## config.mk

```make
export PLATFORM = sky130hd
export DESIGN_NAME = lpm_mode_ctrl
export DESIGN_NICKNAME = d
export VERILOG_FILES = /design/src/lpm_wake_filter.v /design/src/lpm_mode_ctrl.v
export VERILOG_INCLUDE_DIRS = /design/src
export SDC_FILE = /design/constraint.sdc
export NUM_CORES = 1
export LEC_CHECK = 0
export ABC_AREA = 1
export BUFFER_PORTS_ARGS = -buffer_cell sky130_fd_sc_hd__buf_2
export CORE_MARGIN = 2
export CORE_UTILIZATION = 60
export DETAILED_ROUTE_END_ITERATION = 12
export PLACE_DENSITY = 0.92
export SKIP_CTS_REPAIR_TIMING = 1
export SYNTH_ARGS = -nofsm -noshare
export SYNTH_HDL_FRONTEND = slang
export SYNTH_HIERARCHICAL = 1
export SYNTH_SLANG_ARGS = --single-unit
```

## constraint.sdc

```tcl
create_clock -name clk_sys -period 2.7 [get_ports clk_sys]
set_clock_uncertainty 0.1 [all_clocks]
set_input_delay 0.135 -clock clk_sys [delete_from_list [all_inputs] [get_ports clk_sys]]
set_output_delay 0.135 -clock clk_sys [all_outputs]
set_load 0.05 [all_outputs]
```

## src/lpm_regs.vh

```
// Constants for the LIN physical layer mode and wake-up control block.
`ifndef LPM_REGS_VH
`define LPM_REGS_VH
// Operating mode encodings on the mode_q output.
`define LPM_MODE_SHUTDOWN 2'h0
`define LPM_MODE_NORMAL   2'h1
`define LPM_MODE_RECEIVE_ONLY_SELECT   2'h2
`define LPM_MODE_STANDBY  2'h3
// Pull-up encodings on pullup_strong.
`define LPM_PU_330K       1'h0
`define LPM_PU_34K        1'h1
// Bus levels.
`define LPM_BUS_DOMINANT  1'h0
`define LPM_BUS_RECESSIVE 1'h1
// Wake filter time in ns and system clock period in ns.
`define LPM_WAKE_FILTER_NS 150000
`define LPM_CLK_PERIOD_NS  5
`define LPM_WAKE_FILTER_CYC \
  ((`LPM_WAKE_FILTER_NS + `LPM_CLK_PERIOD_NS - 1) / `LPM_CLK_PERIOD_NS)
`endif

```

## src/lpm_wake_filter.v

```verilog
// Dominant-then-rising-edge wake pattern detector.
`timescale 1ns/1ps
`include "lpm_regs.vh"
module lpm_wake_filter #(
  parameter CNT_W      = 16,
  parameter FILTER_CYC = 30000
) (
  input  wire clk_sys,
  input  wire rst_n,
  input  wire arm,
  input  wire bus_level,
  output reg  wake_pulse_q
);
  //----------------------------------------------------------------
  // Dominant duration counter
  //----------------------------------------------------------------
  reg [CNT_W-1:0] cnt_q;
  reg             qualified_q;
  reg             prev_level_q;
  wire            dom = (bus_level == `LPM_BUS_DOMINANT);
  wire            rise = dom == 1'b0 && prev_level_q == `LPM_BUS_DOMINANT;

  // Counter saturates so a long dominant stays qualified.
  always @(posedge clk_sys) begin
    if (!rst_n || !arm) begin
      cnt_q        <= {CNT_W{1'b0}};
      qualified_q  <= 1'b0;
      prev_level_q <= `LPM_BUS_RECESSIVE;
      wake_pulse_q <= 1'b0;
    end else begin
      prev_level_q <= bus_level;
      wake_pulse_q <= rise && qualified_q;
      if (dom) begin
        if (cnt_q != FILTER_CYC[CNT_W-1:0]) begin
          cnt_q <= cnt_q + {{(CNT_W-1){1'b0}}, 1'b1};
        end
        if (cnt_q == FILTER_CYC[CNT_W-1:0]) begin
          qualified_q <= 1'b1;
        end
      end else begin
        cnt_q       <= {CNT_W{1'b0}};
        qualified_q <= 1'b0;
      end
    end
  end
endmodule // lpm_wake_filter

```

## src/lpm_mode_ctrl.v

```verilog
// Mode, pull-up and wake-up control of a LIN physical layer.
// What this block does
// - Normal mode enables both receiver and transmitter.
// - Receive-only mode disables the transmitter, receiver at full power.
// - Standby disables the transmitter and puts the receiver in low power.
// - With wake enabled in standby, a long dominant then rising edge wakes.
// - With wake disabled, standby has no wake detection, like shutdown.
// - Leaving stop returns to receive-only if selected, else normal.
// - Pull-up select works only with wake enabled; else 330 kohm forced.
// - Stop ending while dominant restores receive routing to the SCI.
`timescale 1ns/1ps
`include "lpm_regs.vh"
module lpm_mode_ctrl #(
  parameter CNT_W      = 16,
  parameter FILTER_CYC = `LPM_WAKE_FILTER_CYC
) (
  input  wire       clk_sys,
  input  wire       rst_n,
  input  wire       stop_req,
  input  wire       wake_detect_enable,
  input  wire       pullup_strength_select,
  input  wire       receive_only_select,
  input  wire       lin_rx_level,
  output reg        tx_enable_q,
  output reg        rx_enable_q,
  output reg        rx_low_power_q,
  output reg        pullup_strong_q,
  output reg        rx_route_sci_q,
  output reg        phy_receive_data,
  output reg  [1:0] mode_q,
  output wire       wake_pulse
);
  //----------------------------------------------------------------
  // Mode selection
  //----------------------------------------------------------------
  reg [1:0] mode_d;

  // Stop picks standby or shutdown; leaving stop picks the run mode.
  always @* begin
    if (stop_req) begin
      mode_d = wake_detect_enable ? `LPM_MODE_STANDBY
                                  : `LPM_MODE_SHUTDOWN;
    end else if (receive_only_select) begin
      mode_d = `LPM_MODE_RECEIVE_ONLY_SELECT;
    end else begin
      mode_d = `LPM_MODE_NORMAL;
    end
  end

  // Enables follow the mode; routing returns even if the bus is dominant.
  always @(posedge clk_sys) begin
    if (!rst_n) begin
      mode_q           <= `LPM_MODE_NORMAL;
      tx_enable_q      <= 1'b0;
      rx_enable_q      <= 1'b0;
      rx_low_power_q   <= 1'b0;
      rx_route_sci_q   <= 1'b0;
      pullup_strong_q  <= `LPM_PU_330K;
      phy_receive_data <= `LPM_BUS_RECESSIVE;
    end else begin
      mode_q <= mode_d;
      case (mode_d)
        `LPM_MODE_NORMAL: begin
          tx_enable_q    <= 1'b1;
          rx_enable_q    <= 1'b1;
          rx_low_power_q <= 1'b0;
          rx_route_sci_q <= 1'b1;
        end
        `LPM_MODE_RECEIVE_ONLY_SELECT: begin
          tx_enable_q    <= 1'b0;
          rx_enable_q    <= 1'b1;
          rx_low_power_q <= 1'b0;
          rx_route_sci_q <= 1'b1;
        end
        `LPM_MODE_STANDBY: begin
          tx_enable_q    <= 1'b0;
          rx_enable_q    <= 1'b1;
          rx_low_power_q <= 1'b1;
          rx_route_sci_q <= 1'b0;
        end
        default: begin
          tx_enable_q    <= 1'b0;
          rx_enable_q    <= 1'b0;
          rx_low_power_q <= 1'b1;
          rx_route_sci_q <= 1'b0;
        end
      endcase
      pullup_strong_q <= wake_detect_enable ? pullup_strength_select
                                            : `LPM_PU_330K;
      // In standby the line idles recessive so the SCI sees only pulses.
      phy_receive_data <= (mode_d == `LPM_MODE_NORMAL ||
                           mode_d == `LPM_MODE_RECEIVE_ONLY_SELECT) ? lin_rx_level
                          : `LPM_BUS_RECESSIVE;
    end
  end

  //----------------------------------------------------------------
  // Wake detection
  //----------------------------------------------------------------
  wire arm = (mode_q == `LPM_MODE_STANDBY) && wake_detect_enable;

  lpm_wake_filter #(
    .CNT_W      (CNT_W),
    .FILTER_CYC (FILTER_CYC)
  ) u_filter (
    .clk_sys      (clk_sys),
    .rst_n        (rst_n),
    .arm          (arm),
    .bus_level    (lin_rx_level),
    .wake_pulse_q (wake_pulse)
  );
endmodule // lpm_mode_ctrl

```

==> impl_results.md <==
- H-tree levels: 1
- Via density: 5.06
- Drt first-iter violations: 39
- Post-synthesis cell count: 197
- Pwr/cell area: 420 mW/mm²
- CP Data Arrival Time: 1.96 ns
- Final Non-Filler Cells: 251
- Worst path max stage delay: 0.54 ns
- Min-Delay Path Class: primary input to flop
- Largest net degree at the start of global routing: 17
- Most area-consuming cells after synthesis: dfxtp_1, nand2_1, nor2_1
- Number of I/O port buffers: 15
- Grt total ovfl: 0
- Leak pwr: 0.000681 µW
- Core area: 0.00219 mm²
- Crit path max fanout: 1
- WP data required: 2.83 ns
- Largest area contributor in the netlist: dfxtp_1
- # placed instances: 240
- GP Congestion: 0.889
- Layout area overhead: 15.6%
- Post-synth top area share: 0.396
- Final core utilization: 0.720
- Vias in the first global route: 1093
- CTS tree: built
- Warning count from the yosys run: 6
- Residual DRC count: 0
- Critical path endpoint category: flop
- GRT Resource Usage Total: 0.223
- Hold Crit Start: wake_detect_enable
- Die X-Extent: 51.7 µm
- Synth async-reset ratio: 0
- Max-cap viol count: 0
- Fraction of layout cells with a size suffix above 1: 0.188
- Relative max-transition margin: 0.799
- Skew-Pair Late Insertion Delay: 0.32 ns
- Final Hold Fails: 0
- Post-Route WL: 3020 µm
- Synth Cell Area: 0.00137 mm²
- Crit Path Class: primary input to flop
- Worst Setup SP: pullup_strength_select
- Die area: 0.00267 mm²
- Mean Syn Cell Area: 6.93 µm²
- # rows: 17
- Post-detailed-route count of antenna-violating nets: 0
- Sink Count: 27
- Status: finished, final reports clean
- CTS buffer count: 3
- Commonest cells post-synth: nand2_1, nor2_1, inv_1
- DR WL/cell: 12.0 µm
- Minimum clock period: 1.83 ns
- Maximum clock frequency: 545 MHz
- Global-route wire length before repair: 4490 µm
- Clock buffer depth: 2
- Ant diodes: 0
- Synth cell types: 25
- Initial antenna violation count: 0
- Sequential fraction of the synthesis area: 0.396
- Worst R2R Setup Slack: 1.25 ns
- Setup TNS Final: 0 ns
- IO Count: 16
- Post-Syn Nets: 208
- Post-synth EDFFs: 0
- Detailed Routing Iterations Pass 1: 4
- Slew Limit Fails: 0
- Slew of the pin with the lowest slew margin: 0.298 ns
- Sequence of cells on the critical path: dlygate4sd3_1 -> buf_2 -> nand2_1 -> dlygate4sd3_1 -> nor2_1 -> dlygate4sd3_1
- Total power: 662 µW
- CP max-delay cell: dlygate4sd3_1
- Reg2reg start: mode_q[1]$_SDFF_PN0_
- Primary FF master, synth: dfxtp_1
- Finish-stage setup viols: 0
- #FFs+latches synth: 27
- Die height: 51.7 µm
- Crit start category: primary input
- Clock root buffer: clkbuf_4
- Top-count cell post-synth: nand2_1
- Final nets: 235
- Final Cycle Share: 0.679
- Vias: 1269
- Most used cell, CP: dlygate4sd3_1
- Dpl hpwl: 2010 µm
- RSZ-0062 raised after global routing: no
- Starting density of the core: 0.623
- Maximum vdd drop: 348 µV
- Register clock-pin slew on the reported worst setup and hold paths: 0.14 ns
[sequential cells by signal, summed over array words and instances, names as in the netlist]
| register | cells |
|---|---|
| u_filter/wake_pulse_q | 1 |
| mode_q | 2 |
| u_filter/qualified_q | 1 |
| rx_low_power_q | 1 |
| phy_receive_data | 1 |
| u_filter/cnt_q | 16 |
| rx_enable_q | 1 |
| pullup_strong_q | 1 |
| tx_enable_q | 1 |
| rx_route_sci_q | 1 |
| u_filter/prev_level_q | 1 |
[worst max-delay path, delay by kind of cell]
family	cells	cell delay, ns
and+or+nand+nor	2	0.09
buffers and inverters	4	1.74
[logic make-up (layout without fill, tap and decap cells)]
logic type,count (synthesis),count (layout),share of synthesized area
adder cells (fa/ha/maj),4,4,0.0367
flip-flops,27,27,0.396
AO/OA/AOI/OAI,17,17,0.0770
XOR/XNOR,2,2,0.0128
AND/OR/NAND/NOR,113,113,0.383
buffers and inverters,34,60,0.0944
[path summary, 6_finish.rpt]
path | depth (start not counted) | endpoint
worst max register to register | 8 | u_filter/cnt_q[4]$_SDFFE_PP0P_
worst min register to register | 1 | u_filter/wake_pulse_q$_SDFF_PP0_
worst min-delay path | 5 | rx_enable_q$_SDFF_PN0_
worst max-delay path | 6 | pullup_strong_q$_SDFF_PN0_
[cell usage in the layout (no fill, tap or decap), drive strengths merged]
cell	n
a21oi	8
xnor2	1
dfxtp	27
buf	16
inv	33
nand2	48
nor3	6
xor2	1
clkbuf	3
o21a	1
nand4	5
nor2	41
o21bai	1
nand3	12
dlygate4sd3	7
ha	4
o21ai	7
clkinvlp	1
nand3b	1
[routing by layer]
metal	wire length, µm	vias to the layer above	GRT usage
met5	0	-	0
met4	76	0	0.114
met3	78	9	0.0201
met2	1530	29	0.374
met1	1330	564	0.285
li1	-	667	-
[power breakdown]
group          leakage (µW)  total, µW  internal (µW)  switching, µW
combinational      0.000448       77.2           23.4           53.9
sequential         0.000220        411            408           2.97
clock             0.0000139        174           56.6            117
total              0.000681        662            488            174
[final cells by class]
cell class / instances / area, µm²
Clock buffer: 3 / 22.5
Tap cell: 28 / 35.0
Clock inverter: 1 / 7.51
Inverter: 33 / 124
Multi-Input combinational cell: 136 / 696
Fill cell: 183 / 613
Timing Repair Buffer: 23 / 153
Sequential cell: 27 / 541
[metrics by stage]
stage | cell area, µm² | hold WS, ns | setup WS, ns
CTS | 1510 | -0.0937 | 1.27
detailed placement | 1480 | 0.252 | 1.30
global route | 1580 | 0.0767 | 0.852
global placement | 1480 | 0.245 | 1.35
floorplan | 1370 | 0.104 | 1.18
finish | 1580 | 0.0535 | 0.867
Note: power is estimated with default switching activity, not from simulation.
